File: src/rtl/pwpc_regs.svh
// register offsets, field positions and reset values of the write-protect clear block
`ifndef PWPC_REGS_SVH
`define PWPC_REGS_SVH

`define PWPC_CLR_OFS 8'h00
`define PWPC_NUM_CTRL 3
// first controller fields
`define PWPC_C0_EXT_INT_BIT 6
`define PWPC_C0_RTC_BIT 5
`define PWPC_C0_WDOG_BIT 4
`define PWPC_C0_GEN_CLK_BIT 3
`define PWPC_C0_SYS_CTL_BIT 2
`define PWPC_C0_POWER_BIT 1
`define PWPC_C0_MASK 32'h0000007e
`define PWPC_C0_RESET 32'h00000000
// second controller fields
`define PWPC_C1_TRACE_BIT 6
`define PWPC_C1_PORT_BIT 3
`define PWPC_C1_FLASH_BIT 2
`define PWPC_C1_DEBUG_BIT 1
`define PWPC_C1_MASK 32'h0000004e
`define PWPC_C1_RESET 32'h00000002
// third controller fields
`define PWPC_C2_ADC_BIT 16
`define PWPC_C2_TIMER_HI 15
`define PWPC_C2_TIMER_LO 8
`define PWPC_C2_SERIAL_HI 7
`define PWPC_C2_SERIAL_LO 2
`define PWPC_C2_EVENT_BIT 1
`define PWPC_C2_MASK 32'h0001fffe
`define PWPC_C2_RESET 32'h00000000

`endif

File: src/rtl/pwpc_pkg.sv
// types shared by the write-protect clear block
`default_nettype none
package pwpc_pkg;
  typedef logic [31:0] pwpc_word_t;
  typedef logic [7:0] pwpc_addr_t;
  typedef enum {PWPC_CTRL_A, PWPC_CTRL_B, PWPC_CTRL_C} pwpc_ctrl_e;
endpackage
`default_nettype wire

File: src/rtl/pwpc_top.sv
// three access controllers behind one register port
`include "pwpc_regs.svh"
`default_nettype none
module pwpc_top (
  input wire logic CLK,
  input wire logic RST_N,
  input wire logic [2:0] REG_SEL,
  input wire logic REG_WRITE,
  input wire pwpc_pkg::pwpc_addr_t REG_ADDR,
  input wire pwpc_pkg::pwpc_word_t REG_WDATA,
  output pwpc_pkg::pwpc_word_t REG_RDATA,
  input wire pwpc_pkg::pwpc_word_t PROT_SET0,
  input wire pwpc_pkg::pwpc_word_t PROT_SET1,
  input wire pwpc_pkg::pwpc_word_t PROT_SET2,
  input wire pwpc_pkg::pwpc_word_t WR_SEL0,
  input wire pwpc_pkg::pwpc_word_t WR_SEL1,
  input wire pwpc_pkg::pwpc_word_t WR_SEL2,
  input wire logic WR_DBG,
  output logic WR_BLOCK0,
  output logic WR_BLOCK1,
  output logic WR_BLOCK2,
  output pwpc_pkg::pwpc_word_t PROT0,
  output pwpc_pkg::pwpc_word_t PROT1,
  output pwpc_pkg::pwpc_word_t PROT2
);
  import pwpc_pkg::*;

  logic hit;
  logic [2:0] clr_wr;
  pwpc_word_t rdata_d;
  pwpc_word_t rdata_q;

  // decode: only the clear register offset is mapped, other offsets read zero
  always_comb begin
    hit = (REG_ADDR == `PWPC_CLR_OFS);
    clr_wr = (REG_WRITE && hit) ? REG_SEL : 3'h0;
  end

  // one controller per bridge, each with its own field map
  pwpc_ctrl #(.MASK(`PWPC_C0_MASK), .RESET_VAL(`PWPC_C0_RESET)) u_ctrl0 (
    .clk(CLK),
    .rst_n(RST_N),
    .clr_wr(clr_wr[PWPC_CTRL_A]),
    .clr_data(REG_WDATA),
    .set_flags(PROT_SET0),
    .wr_sel(WR_SEL0),
    .wr_dbg(WR_DBG),
    .wr_block(WR_BLOCK0),
    .flags_q(PROT0)
  );

  pwpc_ctrl #(.MASK(`PWPC_C1_MASK), .RESET_VAL(`PWPC_C1_RESET)) u_ctrl1 (
    .clk(CLK),
    .rst_n(RST_N),
    .clr_wr(clr_wr[PWPC_CTRL_B]),
    .clr_data(REG_WDATA),
    .set_flags(PROT_SET1),
    .wr_sel(WR_SEL1),
    .wr_dbg(WR_DBG),
    .wr_block(WR_BLOCK1),
    .flags_q(PROT1)
  );

  pwpc_ctrl #(.MASK(`PWPC_C2_MASK), .RESET_VAL(`PWPC_C2_RESET)) u_ctrl2 (
    .clk(CLK),
    .rst_n(RST_N),
    .clr_wr(clr_wr[PWPC_CTRL_C]),
    .clr_data(REG_WDATA),
    .set_flags(PROT_SET2),
    .wr_sel(WR_SEL2),
    .wr_dbg(WR_DBG),
    .wr_block(WR_BLOCK2),
    .flags_q(PROT2)
  );

  // read returns live flags; if several selects are high their flags are or-ed
  always_comb begin
    rdata_d = '0;
    if (!REG_WRITE && hit) begin
      if (REG_SEL[PWPC_CTRL_A]) rdata_d = rdata_d | PROT0;
      if (REG_SEL[PWPC_CTRL_B]) rdata_d = rdata_d | PROT1;
      if (REG_SEL[PWPC_CTRL_C]) rdata_d = rdata_d | PROT2;
    end
  end

  // read word is registered so the bus sees a clean value for one whole cycle
  always_ff @(posedge CLK or negedge RST_N) begin
    if (!RST_N) begin
      rdata_q <= '0;
    end else begin
      rdata_q <= rdata_d;
    end
  end

  assign REG_RDATA = rdata_q;

  // low only up to the first edge after reset; marks where the reset words must still stand
  logic rst_seen_q;
  always_ff @(posedge CLK or negedge RST_N) begin
    if (!RST_N) begin
      rst_seen_q <= 1'b0;
    end else begin
      rst_seen_q <= 1'b1;
    end
  end
endmodule
`default_nettype wire

File: src/rtl/pwpc_ctrl.sv
// one access controller: protection flags of one bridge and its write gate
`include "pwpc_regs.svh"
`default_nettype none
module pwpc_ctrl #(
  parameter pwpc_pkg::pwpc_word_t MASK = 32'h00000000,
  parameter pwpc_pkg::pwpc_word_t RESET_VAL = 32'h00000000
) (
  input wire logic clk,
  input wire logic rst_n,
  input wire logic clr_wr,
  input wire pwpc_pkg::pwpc_word_t clr_data,
  input wire pwpc_pkg::pwpc_word_t set_flags,
  input wire pwpc_pkg::pwpc_word_t wr_sel,
  input wire logic wr_dbg,
  output logic wr_block,
  output pwpc_pkg::pwpc_word_t flags_q
);
  import pwpc_pkg::*;

  pwpc_word_t flags_d;
  pwpc_word_t clr_bits;

  // ones clear, zeros keep; a set in the same cycle wins over the clear
  always_comb begin
    clr_bits = clr_wr ? clr_data : '0;
    flags_d = ((flags_q & ~clr_bits) | set_flags) & MASK;
  end

  // flag register; reset value comes from the parameter so each bridge keeps its own start state
  always_ff @(posedge clk or negedge rst_n) begin
    if (!rst_n) begin
      flags_q <= RESET_VAL;
    end else begin
      flags_q <= flags_d;
    end
  end

  // only writes to this bridge's own peripherals are gated; debugger writes always pass
  always_comb begin
    wr_block = (|(wr_sel & flags_q)) && !wr_dbg;
  end
endmodule
`default_nettype wire

File: config.mk
export PLATFORM = sky130hd
export DESIGN_NAME = pwpc_top
export DESIGN_NICKNAME = d
export VERILOG_FILES = /design/src/rtl/pwpc_pkg.sv /design/src/rtl/pwpc_top.sv /design/src/rtl/pwpc_ctrl.sv
export VERILOG_INCLUDE_DIRS = /design/src /design/src/rtl
export SDC_FILE = /design/constraint.sdc
export NUM_CORES = 1
export LEC_CHECK = 0
export BUFFER_PORTS_ARGS = -buffer_cell sky130_fd_sc_hd__buf_2
export CELL_PAD_IN_SITES_DETAIL_PLACEMENT = 2
export CELL_PAD_IN_SITES_GLOBAL_PLACEMENT = 2
export CORE_UTILIZATION = 15
export CTS_BUF_LIST = sky130_fd_sc_hd__clkbuf_8
export DETAILED_ROUTE_END_ITERATION = 10
export MAX_ROUTING_LAYER = met4
export PLACE_DENSITY_LB_ADDON = 0.1
export SYNTH_ARGS = -nofsm -noshare
export SYNTH_HDL_FRONTEND = slang
export SYNTH_HIERARCHICAL = 1
export SYNTH_SLANG_ARGS = --single-unit
File: constraint.sdc
create_clock -name CLK -period 1.3 [get_ports CLK]
set_clock_uncertainty 0.2 [all_clocks]
set_input_delay 0.26 -clock CLK [delete_from_list [all_inputs] [get_ports CLK]]
set_output_delay 0.26 -clock CLK [all_outputs]
set_load 0.01 [all_outputs]
# After elaboration in Yosys (flattened, before gate mapping)
# Cells that the tools add are included.
# word_totals
romBits	0
ff_bits	58
ram_bits	0
latchBits	0
memories	0
out_inout_bits	131
# op_classes
shifts	0
magnitude_cmp	0
n_mux	10
n_div	0
addsub	0
eq_ne	0
n_mul	0
n_bitwise	14
reduce_logical	11
# op_table
cell	n
$mux 32	5
$reduce_or 32->1	3
$and 32x7->32	2
$and 32x17->32	1
$or 32x17->32	1
$or 32x7->32	1
$mux 7	3
$and 17x17->17	1
$mux 17	1
$not 17->17	1
$or 17x17->17	1
$and 7x7->7	2
$not 7->7	2
$or 7x7->7	2
$logic_not 8->1	1
$logic_and 1x1->1	5
$mux 3	1
$logic_not 1->1	2

# Depth between registers and ports, before layout
# Gate-level depths: netlist of the first run.
# logic_depth
ltp_word	9
depth_mapped	8
ltp_nobuf	4

# Hierarchy
# The synthesis of the first run kept the hierarchy.
# by_module_without_submodules
module	n_inst	cells_each	area_per_inst_um2
pwpc_top	1	129	1532.7
pwpc_ctrl at u_ctrl2	1	77	803.3
pwpc_ctrl at u_ctrl0	1	49	445.4
pwpc_ctrl at u_ctrl1	1	44	380.4

# Worst setup path before layout of the first run
# Ideal clock, no wire load.
# synth_path
path_kind	input to register
startpoint	in REG_ADDR[5]
endpoint	reg u_ctrl0.flags_q[4]
t_arrival_ns	1.867
path_stages	6
required_time_ns	0.982
setup_slack_ns	-0.885
cell_sequence	or4_4 > buf_6 > buf_8 > nor4_1 > nand2_1 > a21o_1
# synth_between
elab_chain_cells	7
# synth_rtl
element	line	text
from (decl)	pwpc_top.sv:9	input wire pwpc_pkg::pwpc_addr_t REG_ADDR,
$logic_not 8->1 (no source line)	n/a	
$logic_and 1x1->1	pwpc_top.sv:36	clr_wr = (REG_WRITE && hit) ? REG_SEL : 3'h0;
$mux 3	pwpc_top.sv:36	
named net clr_wr[0]	pwpc_top.sv:29	logic [2:0] clr_wr;
$mux 7	pwpc_ctrl.sv:25	clr_bits = clr_wr ? clr_data : '0;
$not 7->7	pwpc_ctrl.sv:26	flags_d = ((flags_q & ~clr_bits) | set_flags) & MASK;
$and 7x7->7	pwpc_ctrl.sv:26	
$or 7x7->7	pwpc_ctrl.sv:26	
named net u_ctrl0.flags_d[4]	pwpc_ctrl.sv:20	pwpc_word_t flags_d;
to (signal assigned)	pwpc_ctrl.sv:34	flags_q <= flags_d;
to (decl)	pwpc_ctrl.sv:16	output pwpc_pkg::pwpc_word_t flags_q
# The timed path passes the listed nets, and every way through them passes these cells.

# Worst setup path in the final report of the first run
# layout_path
startpoint	reg u_ctrl2.flags_q[7]
endpoint	out WR_BLOCK2
# layout_between
elab_chain_cells	3
# layout_rtl
element	line	text
from (decl)	pwpc_ctrl.sv:16	
from (signal assigned)	pwpc_ctrl.sv:34	
$and 32x17->32	pwpc_ctrl.sv:40	wr_block = (|(wr_sel & flags_q)) && !wr_dbg;
$reduce_or 32->1	pwpc_ctrl.sv:40	
$logic_and 1x1->1	pwpc_ctrl.sv:40	
to (decl)	pwpc_top.sv:21	output logic WR_BLOCK2,
# Every way passes these cells.

==> results.rst, run 1 <==
.. list-table::
   :header-rows: 1

   * - Metric
     - Value
   * - Result of the run
     - finished with violations
   * - Failing checks
     - setup timing
   * - Routed length on met1
     - approximately 6700 um
   * - Count of different cell masters after synthesis
     - 23
   * - Initial antenna violation count
     - 1
   * - Count of synthesis-stage warnings from yosys
     - 6
   * - Worst skew pair latency
     - approximately 350 ps
   * - Max H-tree Level
     - 3
   * - Sequential cell area fraction in the yosys report
     - a little under half
   * - Min-delay src
     - REG_WDATA[1]
   * - Area taken by flip-flops and latches
     - 1460 sq um
   * - Share of cells above drive strength 1
     - roughly 53%
   * - Hold Path Stages
     - 3
   * - Overall fraction of global-route tracks in use
     - ~16%
   * - Routability Congestion
     - around 0.74
   * - Largest net degree at the start of global routing
     - 33
   * - Setup WS post-layout
     - -901 ps
   * - Clock input transition at the sequential cells of the worst setup and hold paths
     - 70 ps
   * - Filler Cell Count
     - about 2300
   * - Count of endpoints failing setup in the final report
     - between 90 and 100
   * - Kind of critical path
     - flop to output pin
   * - Mapped Area
     - 3160 sq um
   * - Initial drt markers
     - approximately 200
   * - Origin of the critical flop-to-flop path
     - u_ctrl2/flags_q[7]$_DFF_PN0_
   * - Aggregate global routing overflow
     - 0
   * - Req. time, crit path
     - approximately 840 ps
   * - Path depth of the worst reg2reg path
     - 5
   * - Register-to-Register Setup Slack
     - -230 ps
   * - Met3 Wirelength
     - 936 um
   * - Arrival time of data at the critical path endpoint
     - 1740 ps
   * - Area of combinational cells with multiple inputs
     - about 1600 sq um
   * - Initial Util
     - roughly 15%
   * - TritonCTS sink count
     - a little under 60
   * - Global-route wire length before repair
     - about 24000 um
   * - Number of vias per cell after detailed routing
     - a little over 4
   * - Worst-margin pin slew
     - slightly below 600 ps
   * - Critical path capture point type
     - output pin
   * - End point of the worst hold path
     - u_ctrl0/flags_q[1]$_DFF_PN0_
   * - Share of flip-flops with an asynchronous set or reset
     - 100%
   * - Number of vias in the routed layout
     - approximately 3300
   * - Maximum number of buffers from clock root to sink
     - 2
   * - Post-route fraction of the period consumed by the critical path
     - 169%
   * - Leakage
     - ~2.6 nW
   * - Mean post-synth cell area
     - roughly 11 sq um
   * - Post-synth EDFFs
     - 0
   * - Max-cap check violation count
     - 0
   * - Power Dens Cells
     - 733 nW/um^2
   * - Number of cells produced by synthesis
     - roughly 300
   * - Slew Limit Headroom
     - approximately three fifths
   * - Placed insts
     - roughly 730
   * - Count of endpoints failing hold in the final timing report
     - 0
   * - Post-Layout Cell Count
     - between 800 and 900
   * - Buffer type at the clock tree root
     - clkbuf_8
   * - Clock tree from TritonCTS
     - done
   * - Row count
     - 52
   * - Highest metal used
     - met4
   * - Die Width
     - about 150 um
   * - Detailed-placement wirelength estimate
     - roughly 12000 um
   * - Worst setup path startpoint
     - u_ctrl2/flags_q[7]$_DFF_PN0_
   * - RSZ-0062 raised after global routing
     - true
   * - Mean routed wirelength per cell
     - approximately 20 um
   * - Worst min-delay path class
     - primary input to flop
   * - End of the worst register-to-register path
     - REG_RDATA[7]$_DFF_PN0_
   * - Number of buffers inserted during clock tree synthesis
     - 9
   * - Synthesis-to-finish area growth
     - 82.5%
   * - Maximum fanout along the worst path
     - 2
   * - Die Y-Extent
     - between 100 and 150 um
   * - Top-level I/O count
     - 370
   * - Met2 wirelength from detailed routing
     - between 8000 and 9000 um
   * - Via count of the first global-routing pass
     - approximately 3800
   * - Dominant register cell in the synthesized netlist
     - dfrtp_1
   * - Number of remaining DRC errors
     - 0
   * - Hold slack
     - 37.9 ps
   * - Max Clock Freq
     - approximately 450 MHz
   * - DR pass1 iterations
     - 5
   * - Time the final worst path needs with I/O delays and setup
     - 2200 ps
   * - Final-stage net count
     - just under 800
   * - Port Buffers
     - 143
   * - #FFs+latches synth
     - 58
   * - Core region area
     - slightly above 20000 sq um
   * - Sort of element at the start of the critical path
     - flop
   * - Worst ir drop on vdd
     - between 300 and 400 uV
   * - Wire length reported by the detailed router
     - 16300 um
   * - Die area
     - ~22000 sq um
   * - Number of nets with antenna violations after detailed routing
     - 0
   * - Max Transition Viols Final
     - 0
## cells by family (layout without fill, tap and decap cells)
family | count (synthesis) | after routing | share of synthesized area [%]
flops | 58 | 58 | 45.9
buf+inv | 100 | 277 | 22.0
compound gates | 74 | 74 | 20.4
simple gates | 64 | 64 | 11.3
other cells | 3 | 71 | 0.356
## timing repair
item,4_1_cts,5_1_grt
endpoints found under the setup margin,103,103
hold endpoints to repair,84,0
pin swaps,51,18
gates resized for setup,133,45
setup buffers,23,16
hold buffers,42,0
cloned,2,0
## worst max path at each step
| stage | slack [ps] | to | cells past startpoint |
|---|---|---|---|
| after floorplan | -780 | u_ctrl2/flags_q[10]$_DFF_PN0_ | 8 |
| after global placement | -690 | u_ctrl2/flags_q[16]$_DFF_PN0_ | 6 |
| after detailed placement | -720 | u_ctrl2/flags_q[2]$_DFF_PN0_ | 6 |
| after CTS | -890 | WR_BLOCK2 | 5 |
| after global routing | -970 | WR_BLOCK2 | 5 |
| final | -900 | WR_BLOCK2 | 5 |
## placed cells by master (no fill, tap or decap), types with 4 or more instances in the layout
master and count:
buf_2 101, buf_6 84, conb_1 70, dfrtp_1 54, dlygate4sd3_1 42, a222oi_1 32, a21o_1 26, buf_4 23
nand2_2 21, nor4_1 15, clkbuf_8 13, nor4_2 11, nor4_4 9, inv_1 5, buf_12 5, a22oi_2 4
## per-stage QoR
step	worst slack, ps	total power (W)	instance area, sq um	TNS, ps	utilization (%)
floorplan	-783	0.00228	3440	-22990	-
global placement	-685	0.00241	4170	-25510	20.4
detailed placement	-715	0.00241	4170	-26350	20.4
CTS	-894	0.00429	5530	-18620	27.1
global route	-967	0.00447	5770	-22580	28.2
finish	-901	0.00423	5770	-17700	28.2
## per-layer routing
layer  up-vias  track usage, %
li1       1488               -
met1      1691            18.6
met2       145            25.8
met3        19            2.86
met4         0            5.72
met5         -               -
## critical path, stage by stage, from the launching register on
cell and delay, ps:
dfrtp_1 400, a22o_1 250, a221oi_4 270, and3_1 210, a31oi_1 90, buf_2 160
## sequential cells by signal, summed over array words and instances, names as in the netlist
signal / count
u_ctrl2/flags_q: 16
u_ctrl0/flags_q: 6
REG_RDATA: 32
u_ctrl1/flags_q: 4
## cells in the mapped netlist, types with 3 or more instances
master	count	share of area, %
a21o_1	26	6.2
a222oi_1	32	10
a22o_1	3	0.83
a22oi_1	7	1.7
buf_4	74	18
buf_6	4	1.4
clkbuf_1	15	1.8
conb_1	3	0.36
dfrtp_1	57	45
inv_1	4	0.47
nand2_1	26	3.1
nor4_1	33	6.5
## cell type report
cell class                      count  area share, %
Inverter                            4          0.260
Timing Repair Buffer              258           38.2
Sequential cell                    58           25.2
Multi-Input combinational cell    208           27.1
Tap cell                          270           5.85
Clock buffer                       13           3.10
Antenna cell                        1         0.0434
Clock inverter                      2          0.195
## where the power goes
part	switching, W	internal [W]
Combinational	0.000453	0.000309
Clock	0.000779	0.000884
Sequential	0.00000110	0.00181
Total	0.00123	0.00300
(Power assumes the default switching activity.)
==> run 2, diff against run 1 <==
--- a/config.mk
+++ b/config.mk
@@ -14,6 +14,7 @@
 export DETAILED_ROUTE_END_ITERATION = 10
 export MAX_ROUTING_LAYER = met4
 export PLACE_DENSITY_LB_ADDON = 0.1
+export SKIP_LAST_GASP = 1
 export SYNTH_ARGS = -nofsm -noshare
 export SYNTH_HDL_FRONTEND = slang
 export SYNTH_HIERARCHICAL = 1
==> results.rst, run 2 (synthesis gave the netlist of run 1 again) <==
.. list-table::
   :header-rows: 1

   * - Metric
     - Value
   * - Req. time, crit path
     - approximately 840 ps
   * - Switch share
     - ~29%
   * - Largest stage delay, worst path
     - approximately 410 ps
   * - Failing checks
     - setup timing
   * - Clock input transition at the sequential cells of the worst setup and hold paths
     - 70 ps
   * - Max-cap check violation count
     - 0
   * - Commonest cells after routing, fill and taps aside
     - buf_2, buf_6, conb_1
   * - RSZ-0062 raised after global routing
     - true
   * - Power Internal
     - roughly 0.003 W
   * - Number of nets with antenna violations after detailed routing
     - 0
   * - Overall fraction of global-route tracks in use
     - between 10% and 20%
   * - Routed length on met1
     - approximately 6700 um
   * - Count of endpoints failing setup in the final report
     - 94
   * - Clock tree from TritonCTS
     - done
   * - Met2 wirelength from detailed routing
     - around 8300 um
   * - Mean routed wirelength per cell
     - ~20 um
   * - Count of endpoints failing hold in the final timing report
     - 0
   * - Origin of the critical flop-to-flop path
     - u_ctrl2/flags_q[2]$_DFF_PN0_
   * - Worst skew pair latency
     - 350 ps
   * - Post-Layout Cell Count
     - roughly 800
   * - Max Transition Viols Final
     - 0
   * - Die Width
     - around 150 um
   * - Leakage
     - approximately 2.6 nW
   * - Die Y-Extent
     - 147 um
   * - Met3 Wirelength
     - approximately 900 um
   * - Hold slack
     - between 40 and 50 ps
   * - Setup WS post-layout
     - -905 ps
   * - Max Clock Freq
     - 454 MHz
   * - Aggregate global routing overflow
     - 0
   * - Hold Path Stages
     - 3
   * - Buffer type at the clock tree root
     - clkbuf_8
   * - Number of vias per cell after detailed routing
     - just over 4
   * - Share of cells above drive strength 1
     - between 50 and 60%
   * - Worst slack, placed
     - -715 ps
   * - DR pass1 iterations
     - 6
   * - Largest net degree at the start of global routing
     - 33
   * - Initial antenna violation count
     - 1
   * - TritonCTS sink count
     - 58
   * - Power Dens Cells
     - 736 nW/um^2
   * - Sort of element at the start of the critical path
     - flop
   * - Number of buffers inserted during clock tree synthesis
     - 9
   * - Slew Limit Headroom
     - between 60% and 70%
   * - Switching Power
     - 0.00123 W
   * - Result of the run
     - finished with violations
   * - Register-to-Register Setup Slack
     - -250 ps
   * - Row count
     - between 50 and 60
   * - Global-route wire length before repair
     - 23700 um
   * - Time the final worst path needs with I/O delays and setup
     - 2200 ps
   * - Leading cell type in the layout, fill and taps excluded
     - buf_2
   * - Power share of the sequential group
     - ~43%
   * - Top-level I/O count
     - 370
   * - Port Buffers
     - ~140
   * - Ordered cell list for the critical path
     - a22o_1, a221oi_4, and3_1, a31oi_1, buf_2
   * - Wire length reported by the detailed router
     - 16200 um
   * - Maximum number of buffers from clock root to sink
     - 2
   * - Critical path capture point type
     - output pin
   * - Initial drt markers
     - 220
   * - Number of vias in the routed layout
     - 3348
   * - Placed insts
     - ~730
   * - Max H-tree Level
     - 3
   * - Maximum fanout along the worst path
     - 2
   * - Worst ir drop on vdd
     - 323 uV
   * - Via count of the first global-routing pass
     - 3776
   * - Critical path's slowest cell
     - dfrtp_1
   * - Die area
     - 21700 sq um
   * - Highest metal used
     - met4
   * - Path depth of the worst reg2reg path
     - 4
   * - Min-delay src
     - REG_WDATA[1]
   * - Arrival time of data at the critical path endpoint
     - 1740 ps
   * - Number of cells on the critical path
     - 5
   * - Kind of critical path
     - flop to output pin
   * - Detailed-placement wirelength estimate
     - 11700 um
   * - Combinational group share of total power
     - 18.0%
   * - Worst-margin pin slew
     - about 580 ps
   * - Core region area
     - roughly 20000 sq um
   * - Number of remaining DRC errors
     - 0
   * - Worst min-delay path class
     - primary input to flop
   * - Synthesis-to-finish area growth
     - 81.8%
   * - Clock network power share
     - around 39%
   * - Initial Util
     - between 10% and 20%
   * - Cell family with most CP delay
     - compound AO/OA/AOI/OAI gates
   * - Flip-flop count of the largest register after layout
     - 32
   * - Filler Cell Count
     - 2304
   * - Routability Congestion
     - ~0.74
   * - Buf/Inv on CP
     - 1
   * - End point of the worst hold path
     - u_ctrl0/flags_q[1]$_DFF_PN0_
   * - End of the worst register-to-register path
     - REG_RDATA[2]$_DFF_PN0_
   * - Post-route fraction of the period consumed by the critical path
     - 170%
   * - Final-stage net count
     - between 700 and 800
run 2: cell count changes in the layout (fill, tap and decap cells not counted):
cell	delta
buf_4	+7
buf_8	+1
buf_6	-9
buf_2	+1
a22oi_2	+1
a22oi_1	-1
run 2: cell type report:
type	instances	area, sq um	share of cell area [%]
clock buffers	13	179	3.11
flip-flops and latches	58	1460	25.3
repair buffers	258	2170	37.8
clock inverters	2	11.3	0.196
well taps	270	338	5.88
diodes	1	2.50	0.0435
inverters	4	15.0	0.261
multi-input cells	208	1570	27.3
run 2: how the worst max path moves through the flow:
stage | startpoint | end | slack (ps)
floorplan | REG_ADDR[5] | u_ctrl2/flags_q[10]$_DFF_PN0_ | -780
global placement | REG_ADDR[5] | u_ctrl2/flags_q[16]$_DFF_PN0_ | -690
detailed placement | REG_ADDR[5] | u_ctrl2/flags_q[2]$_DFF_PN0_ | -720
CTS | u_ctrl2/flags_q[7]$_DFF_PN0_ | WR_BLOCK2 | -890
global route | u_ctrl2/flags_q[7]$_DFF_PN0_ | WR_BLOCK2 | -970
finish | u_ctrl2/flags_q[7]$_DFF_PN0_ | WR_BLOCK2 | -900
run 2: stage by stage:
step	power (W)	setup TNS, ps	utilization (%)	instance area, sq um
detailed placement	0.00241	-26350	20.4	4170
CTS	0.00429	-18810	26.9	5490
finish	0.00423	-17710	28.1	5750
global placement	0.00241	-25510	20.4	4170
floorplan	0.00228	-22990	-	3440
global route	0.00447	-22570	28.1	5750
run 2: power groups by stage:
| stage | logic, W | registers (W) | clock network [W] |
|---|---|---|---|
| finish | 0.000763 | 0.00181 | 0.00166 |
| global route | 0.000839 | 0.00181 | 0.00183 |
| CTS | 0.000730 | 0.00181 | 0.00175 |
| detailed placement | 0.000568 | 0.00184 | 0 |
| global placement | 0.000565 | 0.00184 | 0 |
| floorplan | 0.000440 | 0.00184 | 0 |
run 2: timing repair:
action / in CTS / in global routing
gates resized for setup: 123 / 49
pin swaps: 51 / 19
setup endpoints to repair: 103 / 103
setup buffers: 23 / 16
endpoints found under the hold margin: 84 / 0
cloned: 2 / 0
hold buffers: 42 / 0
run 2: worst min-delay path: stages:
cell and delay, ps:
buf_2 140, nand2_2 60, a21o_1 100
run 2: routing by layer:
metal	up-vias	GRT usage [%]
li1	1486	-
met1	1704	18.4
met2	141	26.1
met3	17	2.89
met4	0	5.41
met5	-	-
==> run 3, diff against run 2 <==
--- a/config.mk
+++ b/config.mk
@@ -13,7 +13,7 @@
 export CTS_BUF_LIST = sky130_fd_sc_hd__clkbuf_8
 export DETAILED_ROUTE_END_ITERATION = 10
 export MAX_ROUTING_LAYER = met4
-export PLACE_DENSITY_LB_ADDON = 0.1
+export PLACE_DENSITY = 0.8
 export SKIP_LAST_GASP = 1
 export SYNTH_ARGS = -nofsm -noshare
 export SYNTH_HDL_FRONTEND = slang
==> results.rst, run 3 (synthesis gave the netlist of run 1 again) <==
.. list-table::
   :header-rows: 1

   * - Metric
     - Value
   * - Number of vias in the routed layout
     - 3405
   * - Maximum number of buffers from clock root to sink
     - 2
   * - Flip-flop count of the largest register after layout
     - 32
   * - Wire length reported by the detailed router
     - approximately 18000 um
   * - Worst skew pair latency
     - around 360 ps
   * - Overall fraction of global-route tracks in use
     - between 15 and 20%
   * - Power Dens Cells
     - roughly 800 nW/um^2
   * - Clock tree from TritonCTS
     - done
   * - Placed insts
     - 725
   * - Hold slack
     - a little over 30 ps
   * - Total power
     - between 0.004 and 0.005 W
   * - Die Width
     - ~150 um
   * - Worst min-delay path class
     - primary input to asynchronous set/reset pin
   * - Power Internal
     - about 0.0034 W
   * - Setup WS post-layout
     - -959 ps
   * - Max-cap check violation count
     - 0
   * - Global-route wire length before repair
     - 25400 um
   * - Largest stage delay, worst path
     - 400 ps
   * - Die area
     - roughly 22000 sq um
   * - Max Transition Viols Final
     - 0
   * - Slew Limit Headroom
     - between 50% and 60%
   * - Synthesis-to-finish area growth
     - 81.2%
   * - Aggregate global routing overflow
     - 0
   * - Kind of critical path
     - flop to output pin
   * - Mean routed wirelength per cell
     - roughly 22 um
   * - Initial Util
     - between 15 and 20%
   * - Max H-tree Level
     - 3
   * - Via count of the first global-routing pass
     - between 3000 and 4000
   * - Sort of element at the start of the critical path
     - flop
   * - Req. time, crit path
     - ~840 ps
   * - Final-stage net count
     - between 700 and 800
   * - Area of combinational cells with multiple inputs
     - between 1500 and 2000 sq um
   * - Switching Power
     - approximately 0.0013 W
   * - Post-route fraction of the period consumed by the critical path
     - 174%
   * - Area taken by flip-flops and latches
     - 1460 sq um
   * - Leakage
     - ~2.6 nW
   * - Placed Instance Area
     - 4150 sq um
   * - TritonCTS sink count
     - 58
   * - Number of nets with antenna violations after detailed routing
     - 0
   * - Detailed-placement wirelength estimate
     - between 10000 and 15000 um
   * - Max Clock Freq
     - between 400 and 500 MHz
   * - Count of endpoints failing setup in the final report
     - 96
   * - Number of vias per cell after detailed routing
     - roughly 4.2
   * - Filler Cell Count
     - between 2000 and 2500
   * - Share of cells above drive strength 1
     - a little over half
   * - Post-Layout Cell Count
     - 808
   * - Failing checks
     - setup timing
   * - Worst-margin pin slew
     - 641 ps
   * - Number of remaining DRC errors
     - 0
   * - Clock network power share
     - between 40% and 50%
   * - Critical path's slowest cell
     - dfrtp_1
   * - Leading cell type in the layout, fill and taps excluded
     - buf_2
   * - Maximum fanout along the worst path
     - 2
   * - Top-level I/O count
     - 370
   * - Buffer type at the clock tree root
     - clkbuf_8
   * - Number of buffers inserted during clock tree synthesis
     - 9
   * - Initial antenna violation count
     - 1
   * - Power share of the sequential group
     - 38.6%
   * - Routability Congestion
     - 0.732
   * - Worst slack, placed
     - -730 ps
   * - Row count
     - 52
   * - Origin of the critical flop-to-flop path
     - u_ctrl1/flags_q[6]$_DFF_PN0_
   * - Critical path capture point type
     - output pin
   * - Commonest cells after routing, fill and taps aside
     - buf_2, conb_1, buf_6
   * - Initial drt markers
     - 176
   * - Arrival time of data at the critical path endpoint
     - 1800 ps
   * - Core region area
     - a little over 20000 sq um
   * - Ordered cell list for the critical path
     - a22o_1, a221oi_2, buf_4, and3_1, a31oi_1, buf_2
   * - Switch share
     - between 20% and 30%
   * - Combinational group share of total power
     - ~17%
   * - Port Buffers
     - 143
   * - Count of endpoints failing hold in the final timing report
     - 0
   * - Largest net degree at the start of global routing
     - 37
   * - Worst setup path startpoint
     - u_ctrl2/flags_q[7]$_DFF_PN0_
   * - Die Y-Extent
     - around 150 um
   * - Result of the run
     - finished with violations
   * - RSZ-0062 raised after global routing
     - true
   * - Worst ir drop on vdd
     - about 340 uV
   * - Final design instance area without fill
     - 5730 sq um
   * - Time the final worst path needs with I/O delays and setup
     - 2260 ps
   * - Clock input transition at the sequential cells of the worst setup and hold paths
     - about 80 ps
   * - DR pass1 iterations
     - 6
==> run 3: cell types whose count changed in the layout (fill, tap and decap cells not counted), sizes merged <==
cell,change
buf,-8
bufinv,+3
clkbuf,-3
clkinv,+3
clkinvlp,-1
==> run 3: final timing paths <==
kind                                           endpoint  slack (ps)  cells after the start
min reg2reg                u_ctrl1/flags_q[6]$_DFF_PN0_         360                      1
max in group asynchronous       REG_RDATA[26]$_DFF_PN0_         360                      3
max reg2reg                      REG_RDATA[6]$_DFF_PN0_        -270                      4
max                                           WR_BLOCK2        -960                      6
min                        u_ctrl1/flags_q[3]$_DFF_PN0_          30                      2
min in group CLK           u_ctrl2/flags_q[1]$_DFF_PN0_          50                      3
==> run 3: area by class of cell <==
| cell class | count | share of cell area [%] |
|---|---|---|
| inverters | 4 | 0.262 |
| clock buffers | 9 | 2.16 |
| repair buffers | 251 | 35.8 |
| multi-input cells | 208 | 28.5 |
| flip-flops and latches | 58 | 25.4 |
| diodes | 1 | 0.0437 |
| well taps | 270 | 5.90 |
| clock inverters | 7 | 1.90 |
==> run 3: power by group through the flow <==
stage	Sequential, W	Combinational (W)	Clock, W
floorplan	0.00184	0.000440	0
global placement	0.00184	0.000537	0
detailed placement	0.00184	0.000549	0
CTS	0.00181	0.000691	0.00217
global route	0.00181	0.000838	0.00226
finish	0.00181	0.000780	0.00210
==> run 3: repair_timing <==
action	4_1_cts	5_1_grt
pin swaps	25	33
hold buffers	42	0
hold endpoints to repair	84	0
resized for setup	94	67
setup endpoints to repair	103	103
gates cloned	1	1
setup buffers	14	20
==> run 3: layer usage <==
layer	up-vias	routed length [um]	GRT usage (%)
li1	1469	-	-
met1	1729	6870	18.2
met2	168	9680	28.9
met3	39	998	3.82
met4	0	596	6.75
met5	-	0	-
==> run 3: worst max-delay path, delay by kind of cell, from the launching register on <==
kind | cells | cell delay, ps
DFF | 1 | 400
buffers and inverters | 2 | 340
and+or+nand+nor | 1 | 140
AOI/OAI and AO/OA | 3 | 560
==> run 3: stage by stage <==
step | util [%] | TNS, ps
detailed placement | 20.3 | -26200
finish | 28.0 | -20590
global route | 28.0 | -24060
floorplan | - | -22990
global placement | 20.3 | -24990
CTS | 26.2 | -17560
